### src/pdcm_pkg.sv
// Constants for the dynamic clock configuration multiplexer
package pdcm_pkg;

    // Configuration word layout
    localparam int CFG_WIDTH     = 81;
    localparam int SRC_SEL_LSB   = 29;
    localparam int SRC_SEL_W     = 3;
    localparam int SEC2_DIV_LSB  = 24;
    localparam int SEC1_DIV_LSB  = 19;
    localparam int PRI_DIV_LSB   = 14;
    localparam int OUT_DIV_W     = 5;
    localparam int FB_DIV_LSB    = 7;
    localparam int IN_DIV_LSB    = 0;
    localparam int PLL_DIV_W     = 7;

    // Fixed nonvolatile configuration, plain default
    localparam logic [CFG_WIDTH-1:0] NV_DEFAULT = 81'h0;

    // Output source select codes
    localparam logic [2:0] SEL_BYPASS    = 3'h0;
    localparam logic [2:0] SEL_NA1       = 3'h1;
    localparam logic [2:0] SEL_DELAY     = 3'h2;
    localparam logic [2:0] SEL_NA3       = 3'h3;
    localparam logic [2:0] SEL_VCO_0     = 3'h4;
    localparam logic [2:0] SEL_VCO_270   = 3'h5;
    localparam logic [2:0] SEL_VCO_180   = 3'h6;
    localparam logic [2:0] SEL_VCO_90    = 3'h7;

    // Phase one-hot bit positions
    localparam int PH_0   = 0;
    localparam int PH_90  = 1;
    localparam int PH_180 = 2;
    localparam int PH_270 = 3;

    // Register bus
    localparam int ADDR_W = 8;
    localparam logic [ADDR_W-1:0] OFF_CTRL   = 8'h00;
    localparam logic [ADDR_W-1:0] OFF_STATUS = 8'h04;
    localparam logic [ADDR_W-1:0] OFF_ACT0   = 8'h08;
    localparam logic [ADDR_W-1:0] OFF_ACT1   = 8'h0c;
    localparam logic [ADDR_W-1:0] OFF_ACT2   = 8'h10;
    localparam logic [ADDR_W-1:0] OFF_SHF0   = 8'h14;
    localparam logic [ADDR_W-1:0] OFF_SHF1   = 8'h18;
    localparam logic [ADDR_W-1:0] OFF_SHF2   = 8'h1c;

    // Control and status fields
    localparam int CTRL_FREEZE_BIT = 0;
    localparam logic [31:0] CTRL_RESET = 32'h0;
    localparam int STAT_MODE_BIT  = 0;
    localparam int STAT_FREEZE_BIT = 1;
    localparam int STAT_CNT_LSB   = 8;
    localparam int UPD_CNT_W      = 8;

    localparam logic [1:0] RESP_OKAY   = 2'h0;
    localparam logic [1:0] RESP_SLVERR = 2'h2;

    // Synchroniser lanes
    localparam int SYN_IN    = 0;
    localparam int SYN_CLK   = 1;
    localparam int SYN_SHIFT = 2;
    localparam int SYN_UPD   = 3;
    localparam int SYN_MODE  = 4;
    localparam int SYN_W     = 5;

endpackage : pdcm_pkg

### src/pdcm_sync.sv
// Two-flop synchronisers, one per lane
`timescale 1ns/1ps
module pdcm_sync #(
    parameter int W = 1
) (
    // Clock and reset
    input  wire logic         aclk,
    input  wire logic         aresetn,
    // Lanes
    input  wire logic [W-1:0] async_in,
    output logic      [W-1:0] sync_out
);
    logic [W-1:0] meta_reg;

    genvar i;
    generate
        for (i = 0; i < W; i++) begin : g_lane
            always_ff @(posedge aclk) begin
                if (!aresetn) begin
                    meta_reg[i] <= 1'b0;
                    sync_out[i] <= 1'b0;
                end else begin
                    meta_reg[i] <= async_in[i];
                    sync_out[i] <= meta_reg[i];
                end
            end
        end
    endgenerate
endmodule : pdcm_sync

### src/pdcm_src_decode.sv
// Decode of an output source select code into routing flags
`timescale 1ns/1ps
module pdcm_src_decode
    import pdcm_pkg::*;
(
    // Select code
    input  wire logic [2:0] sel,
    // Routing flags
    output logic            bypass,
    output logic            delay_line,
    output logic [3:0]      vco_phase,
    output logic            unusable
);
    assign bypass     = (sel == SEL_BYPASS);
    assign delay_line = (sel == SEL_DELAY);
    assign unusable   = (sel == SEL_NA1) || (sel == SEL_NA3);
    assign vco_phase[PH_0]   = (sel == SEL_VCO_0);
    assign vco_phase[PH_90]  = (sel == SEL_VCO_90);
    assign vco_phase[PH_180] = (sel == SEL_VCO_180);
    assign vco_phase[PH_270] = (sel == SEL_VCO_270);
endmodule : pdcm_src_decode

### src/pdcm_top.sv
// Dynamic configuration path and decode for the clock conditioner
//
// Operation
// - Configuration can change at run time by a shift followed by an update.
// - Mode high selects the dynamic bits, mode low the fixed nonvolatile bits.
// - The configuration word holds 81 bits.
// - Bits 31..29 are the primary output source select.
// - Bits 28..24 set the second secondary divider, ratio field plus one.
// - Bits 23..19 set the first secondary divider, ratio field plus one.
// - Bits 18..14 set the primary output divider, ratio field plus one.
// - Bits 13..7 set the feedback divider, ratio field plus one.
// - Bits 6..0 set the input divider, ratio field plus one.
// - Select zero bypasses PLL and six-input mux.
// - Select two routes the feedback delay line; one and three are unusable.
// - Selects four to seven pick VCO phase 0, 270, 180 and 90 degrees.
//
// Our own choices: the register offsets and the AXI4-Lite slave port.
`timescale 1ns/1ps
module pdcm_top
    import pdcm_pkg::*;
#(
    parameter logic [CFG_WIDTH-1:0] NV_CONFIG = NV_DEFAULT
) (
    // Clock and reset
    input  wire logic                  aclk,
    input  wire logic                  aresetn,
    // Serial configuration port
    input  wire logic                  cfg_serial_in,
    input  wire logic                  cfg_serial_clock,
    input  wire logic                  cfg_shift_enable,
    input  wire logic                  cfg_update_strobe,
    input  wire logic                  cfg_mode_dynamic,
    output logic                       cfg_serial_out,
    // Decoded configuration
    output logic [SRC_SEL_W-1:0]       primary_source_select,
    output logic [OUT_DIV_W-1:0]       primary_output_divider,
    output logic [OUT_DIV_W-1:0]       secondary1_output_divider,
    output logic [OUT_DIV_W-1:0]       secondary2_output_divider,
    output logic [PLL_DIV_W-1:0]       feedback_divider,
    output logic [PLL_DIV_W-1:0]       input_divider,
    output logic [OUT_DIV_W:0]         primary_div_ratio,
    output logic [OUT_DIV_W:0]         secondary1_div_ratio,
    output logic [OUT_DIV_W:0]         secondary2_div_ratio,
    output logic [PLL_DIV_W:0]         feedback_ratio,
    output logic [PLL_DIV_W:0]         input_ratio,
    output logic                       primary_bypass,
    output logic                       primary_delay_line,
    output logic [3:0]                 primary_vco_phase,
    output logic                       primary_sel_unusable,
    // AXI4-Lite write address
    input  wire logic [ADDR_W-1:0]     s_axi_awaddr,
    input  wire logic                  s_axi_awvalid,
    output logic                       s_axi_awready,
    // AXI4-Lite write data
    input  wire logic [31:0]           s_axi_wdata,
    input  wire logic [3:0]            s_axi_wstrb,
    input  wire logic                  s_axi_wvalid,
    output logic                       s_axi_wready,
    // AXI4-Lite write response
    output logic [1:0]                 s_axi_bresp,
    output logic                       s_axi_bvalid,
    input  wire logic                  s_axi_bready,
    // AXI4-Lite read address
    input  wire logic [ADDR_W-1:0]     s_axi_araddr,
    input  wire logic                  s_axi_arvalid,
    output logic                       s_axi_arready,
    // AXI4-Lite read data
    output logic [31:0]                s_axi_rdata,
    output logic [1:0]                 s_axi_rresp,
    output logic                       s_axi_rvalid,
    input  wire logic                  s_axi_rready
);
    // Pin synchronisation
    logic [SYN_W-1:0]     pins_async;
    logic [SYN_W-1:0]     pins_sync;
    logic                 sclk_prev_reg;
    logic                 upd_prev_reg;

    // Configuration storage
    logic [CFG_WIDTH-1:0] shift_reg;
    logic [CFG_WIDTH-1:0] dyn_cfg_reg;
    logic [CFG_WIDTH-1:0] active_cfg;
    logic [UPD_CNT_W-1:0] upd_cnt_reg;
    logic [31:0]          ctrl_reg;

    logic                 shift_edge;
    logic                 update_edge;
    logic                 mode_dyn;
    logic                 freeze;

    // Decoder outputs
    logic                 dec_bypass;
    logic                 dec_delay;
    logic [3:0]           dec_phase;
    logic                 dec_unusable;

    // Bus state
    logic                 aw_hold_reg;
    logic                 w_hold_reg;
    logic [ADDR_W-1:0]    awaddr_reg;
    logic [31:0]          wdata_reg;
    logic [3:0]           wstrb_reg;
    logic                 aw_take;
    logic                 w_take;
    logic                 ar_take;
    logic                 wr_fire;
    logic                 aw_hold_next;
    logic                 w_hold_next;
    logic                 bvalid_next;
    logic                 rvalid_next;
    logic                 wr_ctrl;
    logic                 wr_known;
    logic [31:0]          rd_mux;
    logic                 rd_known;
    logic [31:0]          status_word;
    logic [31:0]          ctrl_next;

    // Serial clock is oversampled, not used as a clock
    assign pins_async[SYN_IN]    = cfg_serial_in;
    assign pins_async[SYN_CLK]   = cfg_serial_clock;
    assign pins_async[SYN_SHIFT] = cfg_shift_enable;
    assign pins_async[SYN_UPD]   = cfg_update_strobe;
    assign pins_async[SYN_MODE]  = cfg_mode_dynamic;

    pdcm_sync #(
        .W        (SYN_W)
    ) u_sync (
        .aclk     (aclk),
        .aresetn  (aresetn),
        .async_in (pins_async),
        .sync_out (pins_sync)
    );

    // Serial clock must stay below a quarter of aclk
    assign shift_edge  = pins_sync[SYN_CLK] && !sclk_prev_reg
                         && pins_sync[SYN_SHIFT];
    assign freeze      = ctrl_reg[CTRL_FREEZE_BIT];
    assign update_edge = pins_sync[SYN_UPD] && !upd_prev_reg
                         && !freeze;
    assign mode_dyn    = pins_sync[SYN_MODE];
    assign active_cfg  = mode_dyn ? dyn_cfg_reg : NV_CONFIG;

    always_ff @(posedge aclk) begin
        if (!aresetn) begin
            sclk_prev_reg <= 1'b0;
            upd_prev_reg  <= 1'b0;
        end else begin
            sclk_prev_reg <= pins_sync[SYN_CLK];
            upd_prev_reg  <= pins_sync[SYN_UPD];
        end
    end

    // Shift in at bit 0, out from the top bit
    always_ff @(posedge aclk) begin
        if (!aresetn) begin
            shift_reg <= '0;
        end else if (shift_edge) begin
            shift_reg <= {shift_reg[CFG_WIDTH-2:0],
                          pins_sync[SYN_IN]};
        end
    end

    // Dynamic word comes up as the plain default NV_DEFAULT, not NV_CONFIG
    always_ff @(posedge aclk) begin
        if (!aresetn) begin
            dyn_cfg_reg <= NV_DEFAULT;
            upd_cnt_reg <= '0;
        end else if (update_edge) begin
            dyn_cfg_reg <= shift_reg;
            upd_cnt_reg <= upd_cnt_reg + 8'h01;
        end
    end

    always_ff @(posedge aclk) begin
        if (!aresetn) begin
            cfg_serial_out <= 1'b0;
        end else begin
            cfg_serial_out <= shift_reg[CFG_WIDTH-1];
        end
    end

    pdcm_src_decode u_dec (
        .sel        (active_cfg[SRC_SEL_LSB +: SRC_SEL_W]),
        .bypass     (dec_bypass),
        .delay_line (dec_delay),
        .vco_phase  (dec_phase),
        .unusable   (dec_unusable)
    );

    // Registered field outputs
    always_ff @(posedge aclk) begin
        if (!aresetn) begin
            primary_source_select     <= '0;
            primary_output_divider    <= '0;
            secondary1_output_divider <= '0;
            secondary2_output_divider <= '0;
            feedback_divider          <= '0;
            input_divider             <= '0;
            primary_div_ratio         <= 6'h01;
            secondary1_div_ratio      <= 6'h01;
            secondary2_div_ratio      <= 6'h01;
            feedback_ratio            <= 8'h01;
            input_ratio               <= 8'h01;
            primary_bypass            <= 1'b1;
            primary_delay_line        <= 1'b0;
            primary_vco_phase         <= 4'h0;
            primary_sel_unusable      <= 1'b0;
        end else begin
            primary_source_select <=
                active_cfg[SRC_SEL_LSB +: SRC_SEL_W];
            secondary2_output_divider <=
                active_cfg[SEC2_DIV_LSB +: OUT_DIV_W];
            secondary1_output_divider <=
                active_cfg[SEC1_DIV_LSB +: OUT_DIV_W];
            primary_output_divider <=
                active_cfg[PRI_DIV_LSB +: OUT_DIV_W];
            feedback_divider <=
                active_cfg[FB_DIV_LSB +: PLL_DIV_W];
            input_divider <=
                active_cfg[IN_DIV_LSB +: PLL_DIV_W];
            secondary2_div_ratio <= {1'b0,
                active_cfg[SEC2_DIV_LSB +: OUT_DIV_W]} + 6'h01;
            secondary1_div_ratio <= {1'b0,
                active_cfg[SEC1_DIV_LSB +: OUT_DIV_W]} + 6'h01;
            primary_div_ratio <= {1'b0,
                active_cfg[PRI_DIV_LSB +: OUT_DIV_W]} + 6'h01;
            feedback_ratio <= {1'b0,
                active_cfg[FB_DIV_LSB +: PLL_DIV_W]} + 8'h01;
            input_ratio <= {1'b0,
                active_cfg[IN_DIV_LSB +: PLL_DIV_W]} + 8'h01;
            primary_bypass       <= dec_bypass;
            primary_delay_line   <= dec_delay;
            primary_sel_unusable <= dec_unusable;
            primary_vco_phase    <= dec_phase;
        end
    end

    // Write channel: address and data taken in either order
    assign aw_take      = s_axi_awvalid && s_axi_awready;
    assign w_take       = s_axi_wvalid && s_axi_wready;
    assign wr_fire      = aw_hold_reg && w_hold_reg;
    assign aw_hold_next = !wr_fire && (aw_hold_reg || aw_take);
    assign w_hold_next  = !wr_fire && (w_hold_reg || w_take);
    assign bvalid_next  = wr_fire || (s_axi_bvalid && !s_axi_bready);
    assign wr_ctrl      = wr_fire && (awaddr_reg[ADDR_W-1:2]
                          == OFF_CTRL[ADDR_W-1:2]);
    // Read-only words accept writes and ignore them
    assign wr_known     = (awaddr_reg[ADDR_W-1:2] <= OFF_SHF2[ADDR_W-1:2]);
    assign ctrl_next    = {ctrl_reg[31:8],
                           s_axi_wstrb_lane0(wstrb_reg, wdata_reg,
                                             ctrl_reg)};

    function automatic logic [7:0] s_axi_wstrb_lane0(
        input logic [3:0]  strb,
        input logic [31:0] data,
        input logic [31:0] old
    );
        logic [7:0] lane;
        lane = strb[0] ? {7'h00, data[CTRL_FREEZE_BIT]}
                       : old[7:0];
        return lane;
    endfunction : s_axi_wstrb_lane0

    always_ff @(posedge aclk) begin
        if (!aresetn) begin
            aw_hold_reg   <= 1'b0;
            w_hold_reg    <= 1'b0;
            awaddr_reg    <= '0;
            wdata_reg     <= '0;
            wstrb_reg     <= '0;
            s_axi_awready <= 1'b0;
            s_axi_wready  <= 1'b0;
            s_axi_bvalid  <= 1'b0;
            s_axi_bresp   <= RESP_OKAY;
            ctrl_reg      <= CTRL_RESET;
        end else begin
            aw_hold_reg   <= aw_hold_next;
            w_hold_reg    <= w_hold_next;
            s_axi_awready <= !aw_hold_next && !bvalid_next;
            s_axi_wready  <= !w_hold_next && !bvalid_next;
            s_axi_bvalid  <= bvalid_next;
            if (aw_take) begin
                awaddr_reg <= s_axi_awaddr;
            end
            if (w_take) begin
                wdata_reg <= s_axi_wdata;
                wstrb_reg <= s_axi_wstrb;
            end
            if (wr_fire) begin
                s_axi_bresp <= wr_known ? RESP_OKAY : RESP_SLVERR;
            end
            if (wr_ctrl) begin
                ctrl_reg <= ctrl_next;
            end
        end
    end

    // Read channel
    assign ar_take     = s_axi_arvalid && s_axi_arready;
    assign rvalid_next = ar_take || (s_axi_rvalid && !s_axi_rready);
    assign status_word = {16'h0000, upd_cnt_reg, 6'h00,
                          freeze, mode_dyn};
    assign rd_known    = (s_axi_araddr[ADDR_W-1:2]
                          <= OFF_SHF2[ADDR_W-1:2]);

    always_comb begin
        unique case (s_axi_araddr[ADDR_W-1:2])
            OFF_CTRL[ADDR_W-1:2]:   rd_mux = ctrl_reg;
            OFF_STATUS[ADDR_W-1:2]: rd_mux = status_word;
            OFF_ACT0[ADDR_W-1:2]:   rd_mux = active_cfg[31:0];
            OFF_ACT1[ADDR_W-1:2]:   rd_mux = active_cfg[63:32];
            OFF_ACT2[ADDR_W-1:2]:   rd_mux = {15'h0000,
                                              active_cfg[80:64]};
            OFF_SHF0[ADDR_W-1:2]:   rd_mux = shift_reg[31:0];
            OFF_SHF1[ADDR_W-1:2]:   rd_mux = shift_reg[63:32];
            OFF_SHF2[ADDR_W-1:2]:   rd_mux = {15'h0000,
                                              shift_reg[80:64]};
            default:                rd_mux = 32'h0;
        endcase
    end

    always_ff @(posedge aclk) begin
        if (!aresetn) begin
            s_axi_arready <= 1'b0;
            s_axi_rvalid  <= 1'b0;
            s_axi_rdata   <= '0;
            s_axi_rresp   <= RESP_OKAY;
        end else begin
            s_axi_arready <= !rvalid_next;
            s_axi_rvalid  <= rvalid_next;
            if (ar_take) begin
                s_axi_rdata <= rd_mux;
                s_axi_rresp <= rd_known ? RESP_OKAY : RESP_SLVERR;
            end
        end
    end
endmodule : pdcm_top

### config.mk
export PLATFORM = sky130hd
export DESIGN_NAME = pdcm_top
export DESIGN_NICKNAME = d
export VERILOG_FILES = /design/src/pdcm_pkg.sv /design/src/pdcm_sync.sv /design/src/pdcm_src_decode.sv /design/src/pdcm_top.sv
export SDC_FILE = /design/constraint.sdc
export NUM_CORES = 1
export LEC_CHECK = 0
export BUFFER_PORTS_ARGS = -buffer_cell sky130_fd_sc_hd__buf_2
export CORE_MARGIN = 10
export CORE_UTILIZATION = 51
export DETAILED_ROUTE_END_ITERATION = 7
export PLACE_DENSITY = 0.73
export SLEW_MARGIN = 15
export SYNTH_ARGS = -nofsm -noshare
export SYNTH_HDL_FRONTEND = slang
export SYNTH_HIERARCHICAL = 1
export SYNTH_SLANG_ARGS = --single-unit
### constraint.sdc
create_clock -name aclk -period 2.2 [get_ports aclk]
set_clock_uncertainty 0.1 [all_clocks]
set_input_delay 0.22 -clock aclk [delete_from_list [all_inputs] [get_ports aclk]]
set_output_delay 0.22 -clock aclk [all_outputs]
set_load 0.01 [all_outputs]
# Word-level counts from Yosys, hierarchy flattened
# Cells that the tools add are included.
# totals
reg_bits,310
elab_cells,105
# classes
mux,4
reduce_logical,34
add_sub_neg,6
eq_ne,14
n_lt_le_gt_ge,2
# ops
op,n
32-bit case mux with 8 select lines,1
81-bit 2-to-1 mux,1
6-bit by 3-bit == test with 1-bit output (second input constant),4
5-bit by 1-bit adder with 6-bit output (second input constant),3
7-bit by 1-bit adder with 8-bit output (second input constant),2
1-bit logical AND,15
3-bit == test (second input constant),4
6-bit by 2-bit == test with 1-bit output (second input constant),2
6-bit by 3-bit less-or-equal comparator with 1-bit output (second input constant),2
6-bit zero test,2
1-bit zero test,10
8-bit by 1-bit adder with 8-bit output (second input constant),1
3-bit by 2-bit == test with 1-bit output (second input constant),2
6-bit by 1-bit == test with 1-bit output (second input constant),1
1-bit logical OR,5
2-bit 2-to-1 mux,2
3-bit by 1-bit == test with 1-bit output (second input constant),1
3-bit zero test,1
2-bit AND reduction,1

# Depth between registers and ports, before layout
# Gate-level depths: netlist (run 1).
# depth
ltp_word,5
ltp_mapped,9
ltp_nobuf,7

# Hierarchy
# Netlist (run 1), hierarchy kept.
# by_module_without_submodules
mod,cells_per_inst,seq_area_each_um2,n_inst,area_per_inst_um2
pdcm_top,1351,5925.7,1,11851.4
pdcm_sync,20,200.2,1,262.8
pdcm_src_decode,7,0.0,1,56.3

# Worst setup path before layout (run 1)
# OpenSTA, ideal clock, no wires.
# synth_path
path_kind,flip-flop to flip-flop
from,reg u_sync.sync_out[4]
to,reg input_ratio[6]
t_required_ns,2.030
setup_time_ns,0.070
path_buffers,3
path_stages_with_launch,9
t_arrival_ns,1.900
setup_slack_ns,0.130
path_cell_list,dfxtp_1 > clkbuf_1 > buf_2 > clkbuf_1 > and2_1 > ha_1 > nand4_1 > or3_1 > a21oi_1
# synth_between
elab_chain_cells,2
# synth_lines
element,line_no,source
"start, declared",pdcm_sync.sv:11,output logic [W-1:0] sync_out
"start signal, assigned by index",pdcm_sync.sv:24,sync_out[i] <= meta_reg[i];
81-bit 2-to-1 mux,pdcm_top.sv:141,assign active_cfg = mode_dyn ? dyn_cfg_reg : NV_CONFIG;
net active_cfg[0],pdcm_top.sv:82,logic [CFG_WIDTH-1:0] active_cfg;
7-bit by 1-bit adder with 8-bit output,pdcm_top.sv:230,active_cfg[IN_DIV_LSB +: PLL_DIV_W]} + 8'h01;
"end signal, assigned",pdcm_top.sv:229,"input_ratio <= {1'b0,"
"end, declared",pdcm_top.sv:45,"output logic [PLL_DIV_W:0] input_ratio,"
# The timed path passes the listed nets, and every way through them passes these cells.
# A chain may end at the register's enable or synchronous reset.

# Worst setup path after layout (run 1)
# layout_path
from,reg s_axi_wready
to,reg wstrb_reg[0]
# layout_between
elab_chain_cells,1
# layout_lines
element,line_no,source
"start, declared",pdcm_top.sv:58,"output logic s_axi_wready,"
"start signal, assigned",pdcm_top.sv:280,s_axi_wready <= !w_hold_next && !bvalid_next;
1-bit logical AND,pdcm_top.sv:240,assign w_take = s_axi_wvalid && s_axi_wready;
"end signal, assigned",pdcm_top.sv:287,wstrb_reg <= s_axi_wstrb;
"end, declared",pdcm_top.sv:102,logic [3:0] wstrb_reg;
# No other way between the ends.

==> impl_metrics.yaml, run 1 <==
outcome:
  outcome: "complete, no violations"
synth:
  synthesized_area_per_cell_um2: 8.83
  ys_seq_elements: 306
  netlist.area_leader.share: 0.503
  synth_top_area_cell: "sky130_fd_sc_hd__dfxtp_1"
  unique_cell_type_count_in_the_yosys_netlist: 58
  number_of_synthesized_flops_with_an_enable_pin: 0
  synth-warning-count: 6
  synthMostInstantiatedCell: "sky130_fd_sc_hd__nand2_1"
  synth_seq_area_share: 0.503
  post_synth_instance_area_um2: 12200
  yosys-top-cells-area: "sky130_fd_sc_hd__dfxtp_1, sky130_fd_sc_hd__nand2_1, sky130_fd_sc_hd__a21boi_0, sky130_fd_sc_hd__and2_1, sky130_fd_sc_hd__clkbuf_1"
  synth_async_sr_flop_share: 0
  synthFlopType: "sky130_fd_sc_hd__dfxtp_1"
  synth_top_cells_by_count: "sky130_fd_sc_hd__nand2_1, sky130_fd_sc_hd__dfxtp_1, sky130_fd_sc_hd__a21boi_0"
  syn_inst: 1378
routing:
  vias_per_cell: 5.40
  routed-via-count: 10000
  drt.antenna.violating_nets: 0
  wirelength_um: 32000
  detail_route.iter0.violations: 1007
  wl_per_cell_um: 17.2
  drc_errors: 0
  detail_route.first_pass.iterations: 7
placed_design:
  gpl.final_weighted_congestion: 0.887
  placedInstanceArea_um2: 13300
  post-place-cells: 1777
  post-dp-hpwl_um: 20800
  post_place_setup_slack_ns: 0.184
  io_buffer_count: 138
sta:
  setup_viol: 0
  clock.fmax_mhz: 522
  finalWorstSetupSlack_ns: 0.285
  finalCritPeriodShare: 0.871
  worst_slew_margin_rel: 0.363
  finalSetupTns_ns: 0
  finalCriticalPeriod_ns: 1.92
  grt_setup_unrepaired: "no"
  worst_slew_pin_slew_ns: 0.955
  timing.final.max_slew_violations: 0
  finalHoldViolCount: 0
clocking:
  cts-resized-gates: 0
  worstSkewPairLatency_ns: 0.55
  clock_transition_time_at_the_flip_flop_clock_pins_of_the_worst_setup_and_hold_paths_ns: 0.06
  clock-sinks: 306
  post-cts-setup-buffers: 0
  cts-hold-fix-buffers: 27
  tritoncts: "yes"
  maximum_clock_insertion_buffer_count: 3
  root_buffer: "sky130_fd_sc_hd__clkbuf_16"
  cts_max_level: 1
  tritoncts.num_buffers: 30
pwr:
  p_per_area_nw_per_um2: 775
  vdd.ir_drop.worst_uv: 516
  leakagePower_uw: 0.00556
cells_and_area:
  layout.cell_area.non_filler_um2: 14600
  final_layout_size_suffix_gt1_frac: 0.177
  final-instance-count-excl-fill: 1860
  num-nets-final: 1587
  area.growth.synth_to_final_pct: 19.6
  filler_cell_count: 1983
global_routing:
  grt_pass1_wl_um: 51600
  grt-ovfl-total: 0
  antenna_found_initial: 1
  grt_max_degree: 96
  via_count_of_the_first_global_routing_pass: 9599
  track_usage: 0.202
setup_path:
  timing.critical_path.from_type: "flop"
  worst_r2r_endpoint: "wstrb_reg[0]"
  timing.reg2reg.setup_slack_ns: 0.28
  rr_startpoint: "s_axi_wready"
  signal_arrival_time_at_the_worst_endpoint_ns: 2.31
  timing.critical_path.required_ns: 2.59
  worstSetupStartpoint: "s_axi_wready"
  setup_crit_end_kind: "flop"
  critical_path.max_fanout: 4
  crit_type: "flop to flop"
  reg2reg_depth: 4
  endpoint: "wstrb_reg[0]"
die:
  dieArea_um2: 30400
  floorplan.rows: 56
  die-height_um: 174
  floorplan.core_area_um2: 23500
  chipWidth_um: 174
  initial_util: 0.518
  ios: 179
job:
  maxCapViolCount: 0
min_path:
  holdCritPathClass: "input pin to flop"
  min_from: "s_axi_araddr[5]"
==> metal layers <==
layer  vias to the layer above  global-route usage  share of wire
met5                         -                   0              0
met4                         0              0.0656          0.027
met3                        60              0.0390          0.078
met2                       340               0.325           0.45
met1                      4717               0.269           0.44
li1                       4919                   -              -
==> how the worst min path moves through the flow <==
stage | depth (start not counted) | slack [ns] | to
3_3_place_gp | 1 | 0.32 | u_sync/sync_out[0]
2_1_floorplan | 1 | 0.24 | u_sync/meta_reg[0]
3_5_place_dp | 1 | 0.32 | u_sync/sync_out[0]
4_1_cts | 5 | 0.08 | s_axi_rdata[16]
6_report | 5 | 0.1 | s_axi_rdata[16]
5_1_grt | 5 | 0.11 | s_axi_rdata[16]
==> critical path, cell delays in order, from the launching register on <==
cell,delay (ns)
sky130_fd_sc_hd__dfxtp_1,0.37
sky130_fd_sc_hd__nand3_1,0.08
sky130_fd_sc_hd__dlygate4sd3_1,0.55
sky130_fd_sc_hd__a21boi_0,0.17
sky130_fd_sc_hd__dlygate4sd3_1,0.58
==> stage by stage <==
step	power [uW]	utilization	hold WS (ns)
6_report	11300	0.620	0.0961
5_1_grt	11700	0.620	0.112
4_1_cts	11300	0.620	0.0812
3_5_place_dp	6110	0.565	0.316
3_3_place_gp	6110	0.565	0.315
2_1_floorplan	5960	-	0.242
==> kinds of logic after synthesis <==
family / Yosys count / synth area share
other: 1 / 0.000308
muxes: 35 / 0.0321
buffers and inverters: 110 / 0.0378
xor gates and xnor gates: 23 / 0.0166
AOI/OAI and AO/OA: 300 / 0.180
DFF: 306 / 0.503
and+or+nand+nor: 597 / 0.223
adders and majority gates: 6 / 0.00617
==> layout by cell type, fill, tap and decap left out, types with 11 or more instances in the layout <==
cell type                       synthesis  final
sky130_fd_sc_hd__a222oi_1              11     11
sky130_fd_sc_hd__clkbuf_16              0     31
sky130_fd_sc_hd__buf_2                 20    137
sky130_fd_sc_hd__nor2_1                18     17
sky130_fd_sc_hd__a22oi_1               22     22
sky130_fd_sc_hd__o21ai_0               31     31
sky130_fd_sc_hd__and2_1                55     55
sky130_fd_sc_hd__dlygate4sd3_1          0     27
sky130_fd_sc_hd__nand3_1               29     29
sky130_fd_sc_hd__and3_1                38     38
sky130_fd_sc_hd__mux2_2                22     22
sky130_fd_sc_hd__inv_1                 13     13
sky130_fd_sc_hd__xnor2_1               12     12
sky130_fd_sc_hd__a21oi_1               20     20
sky130_fd_sc_hd__o21ai_1               11     11
sky130_fd_sc_hd__xor2_1                11     11
sky130_fd_sc_hd__buf_4                  3     31
sky130_fd_sc_hd__nand2_1              410    410
sky130_fd_sc_hd__a21boi_0             176    176
sky130_fd_sc_hd__dfxtp_1              306    305
sky130_fd_sc_hd__mux2i_1               12     12
==> power by group <==
part           total [uW]  switching (uW)  internal (uW)
Combinational         435             264            172
Sequential           5590            25.8           5570
Clock                5250            2110           3140
Total               11300            2400           8880
==> cell type report <==
| class | instances | area [um2] | share of cell area |
|---|---|---|---|
| multi-input cells | 963 | 5600 | 0.385 |
| clock inverters | 8 | 97.6 | 0.00670 |
| flip-flops and latches | 306 | 6130 | 0.421 |
| well taps | 319 | 399 | 0.0274 |
| diodes | 1 | 2.50 | 0.000172 |
| clock buffers | 47 | 936 | 0.0643 |
| inverters | 13 | 48.8 | 0.00335 |
| repair buffers | 203 | 1350 | 0.0926 |
Note: power is estimated with default switching activity, not from simulation.
==> run 2: changes to the inputs <==
RECOVER_POWER = 100   (was default)
==> run 2 against run 1 <==
Net effect: routed wire length grew 0.74%; via count grew 0.20%; non-clock buffer count is the same; sequential share of layout area grew 0.58 points; final cell count is the same; die area is the same; largest power group unchanged.
==> impl_metrics.yaml, run 2 (same netlist as run 1, synthesis figures left out) <==
outcome:
  outcome: "complete, no violations"
clocking:
  clock_transition_time_at_the_flip_flop_clock_pins_of_the_worst_setup_and_hold_paths_ns: 0.07
  tritoncts.num_buffers: 30
  root_buffer: "sky130_fd_sc_hd__clkbuf_16"
  cts_max_level: 1
  maximum_clock_insertion_buffer_count: 3
  worstSkewPairLatency_ns: 0.55
  tritoncts: "yes"
  clock-sinks: 306
  cts-resized-gates: 0
pwr:
  leakagePower_uw: 0.00505
  p_per_area_nw_per_um2: 785
  vdd.ir_drop.worst_uv: 516
global_routing:
  grt-ovfl-total: 0
  antenna_found_initial: 1
  grt_pass1_wl_um: 51600
  grt_max_degree: 96
  via_count_of_the_first_global_routing_pass: 9599
  track_usage: 0.202
setup_path:
  setup_crit_end_kind: "flop"
  rr_startpoint: "ctrl_reg[0]"
  critPathBufInv: 1
  timing.critical_path.from_type: "flop"
  signal_arrival_time_at_the_worst_endpoint_ns: 2.36
  critical-path-max-stage-delay_ns: 0.59
  slowest_cp_cell: "sky130_fd_sc_hd__or3b_2"
  critical_path.cell_chain: "or3b_2 > clkbuf_2 > nand2_1 > a21boi_0"
  path_delay_family: "simple AND/OR/NAND/NOR gates"
  worstSetupStartpoint: "ctrl_reg[0]"
  timing.critical_path.required_ns: 2.53
  reg2reg_depth: 4
  worst_r2r_endpoint: "dyn_cfg_reg[11]"
  crit_type: "flop to flop"
  timing.reg2reg.setup_slack_ns: 0.17
  endpoint: "dyn_cfg_reg[11]"
  critical_path.max_fanout: 30
  critical_path_depth: 4
sta:
  finalSetupTns_ns: 0
  finalCriticalPeriod_ns: 2.03
  setup_viol: 0
  finalHoldViolCount: 0
  clock.fmax_mhz: 492
  timing.final.max_slew_violations: 0
  grt_setup_unrepaired: "no"
  finalCritPeriodShare: 0.923
  worst_slew_pin_slew_ns: 1.03
  worst_slew_margin_rel: 0.311
routing:
  detail_route.first_pass.iterations: 6
  wirelength_um: 32200
  drc_errors: 0
  drt.antenna.violating_nets: 0
  wl_per_cell_um: 17.3
  detail_route.iter0.violations: 962
  vias_per_cell: 5.41
  routed-via-count: 10100
cells_and_area:
  area.growth.synth_to_final_pct: 18.0
  num-nets-final: 1587
  finalCoreUtilization: 0.612
  final_common_cell: "sky130_fd_sc_hd__nand2_1"
  layout.cell_area.non_filler_um2: 14400
  most_used_cells_in_the_layout_excluding_fill_and_tap_cells: "sky130_fd_sc_hd__nand2_1, sky130_fd_sc_hd__dfxtp_1, sky130_fd_sc_hd__a21boi_0"
  final_layout_size_suffix_gt1_frac: 0.100
placed_design:
  post-dp-hpwl_um: 20800
  io_buffer_count: 138
  gpl.final_weighted_congestion: 0.887
  placedInstanceArea_um2: 13300
die:
  floorplan.core_area_um2: 23500
  chipWidth_um: 174
  die-height_um: 174
  ios: 179
  floorplan.rows: 56
  initial_util: 0.518
  dieArea_um2: 30400
job:
  maxCapViolCount: 0
min_path:
  holdCritPathClass: "input pin to flop"
==> run 2: cell count changes in the layout (fill, tap and decap cells not counted), moves of 2 or more <==
| cell | before | now |
|---|---|---|
| sky130_fd_sc_hd__clkbuf_1 | 6 | 120 |
| sky130_fd_sc_hd__buf_2 | 137 | 24 |
| sky130_fd_sc_hd__and2_0 | 0 | 20 |
| sky130_fd_sc_hd__and2_1 | 55 | 35 |
| sky130_fd_sc_hd__o21ai_0 | 31 | 41 |
| sky130_fd_sc_hd__o21ai_1 | 11 | 1 |
| sky130_fd_sc_hd__buf_4 | 31 | 25 |
| sky130_fd_sc_hd__clkbuf_2 | 0 | 4 |
| sky130_fd_sc_hd__clkbuf_4 | 0 | 2 |
==> run 2: how the worst min path moves through the flow <==
| stage | startpoint | endpoint | cells after the start |
|---|---|---|---|
| final | s_axi_araddr[5] | s_axi_rdata[16] | 5 |
| after global routing | s_axi_araddr[5] | s_axi_rdata[16] | 5 |
| after CTS | s_axi_araddr[5] | s_axi_rdata[16] | 5 |
| after detailed placement | u_sync/meta_reg[0] | u_sync/sync_out[0] | 1 |
| after global placement | u_sync/meta_reg[0] | u_sync/sync_out[0] | 1 |
| after floorplan | aresetn | u_sync/meta_reg[0] | 1 |
==> run 2: stage by stage <==
step                      cells  setup WS [ns]  total power, uW  hold WS [ns]
after CTS                  1859          0.319            11300        0.0812
after global routing       1860         0.0921            11600         0.112
after global placement     1777          0.241             6110         0.315
after detailed placement   1777          0.184             6110         0.316
final                      1860          0.169            11300        0.0974
after floorplan            1379          0.130             5960         0.242
==> run 2: metal layers <==
layer	global-route usage	routed length (um)	vias up
met1	0.269	14400	4706
met3	0.0390	2430	64
met4	0.0656	827	0
met2	0.325	14500	360
met5	0	0	-
li1	-	-	4926
==> run 2: report_power, final <==
group / switching (uW) / leakage [uW] / internal [uW]
logic: 263 / 0.00208 / 166
clock network: 2110 / 0.000501 / 3140
registers: 26.3 / 0.00247 / 5570
total: 2400 / 0.00505 / 8880
==> run 2: cell type report <==
type                            count  area (um2)
Multi-Input combinational cell    963        5570
Fill cell                        2056        9110
Sequential cell                   306        6130
Tap cell                          319         399
Timing Repair Buffer              203        1180
Inverter                           13        48.8
Clock buffer                       47         936
Antenna cell                        1        2.50
Clock inverter                      8        97.6
==> run 2: repair_timing <==
item,CTS,global route
hold buffers,27,0
buffers inserted,0,0
endpoints found under the hold margin,18,0
endpoints found under the setup margin,0,0
==> run 2: tightest hold or removal path: stages <==
cell and delay [ns]:
sky130_fd_sc_hd__buf_2 0.12, sky130_fd_sc_hd__or4b_4 0.18, sky130_fd_sc_hd__a21oi_1 0.05, sky130_fd_sc_hd__nand2_1 0.07
sky130_fd_sc_hd__a21oi_1 0.06
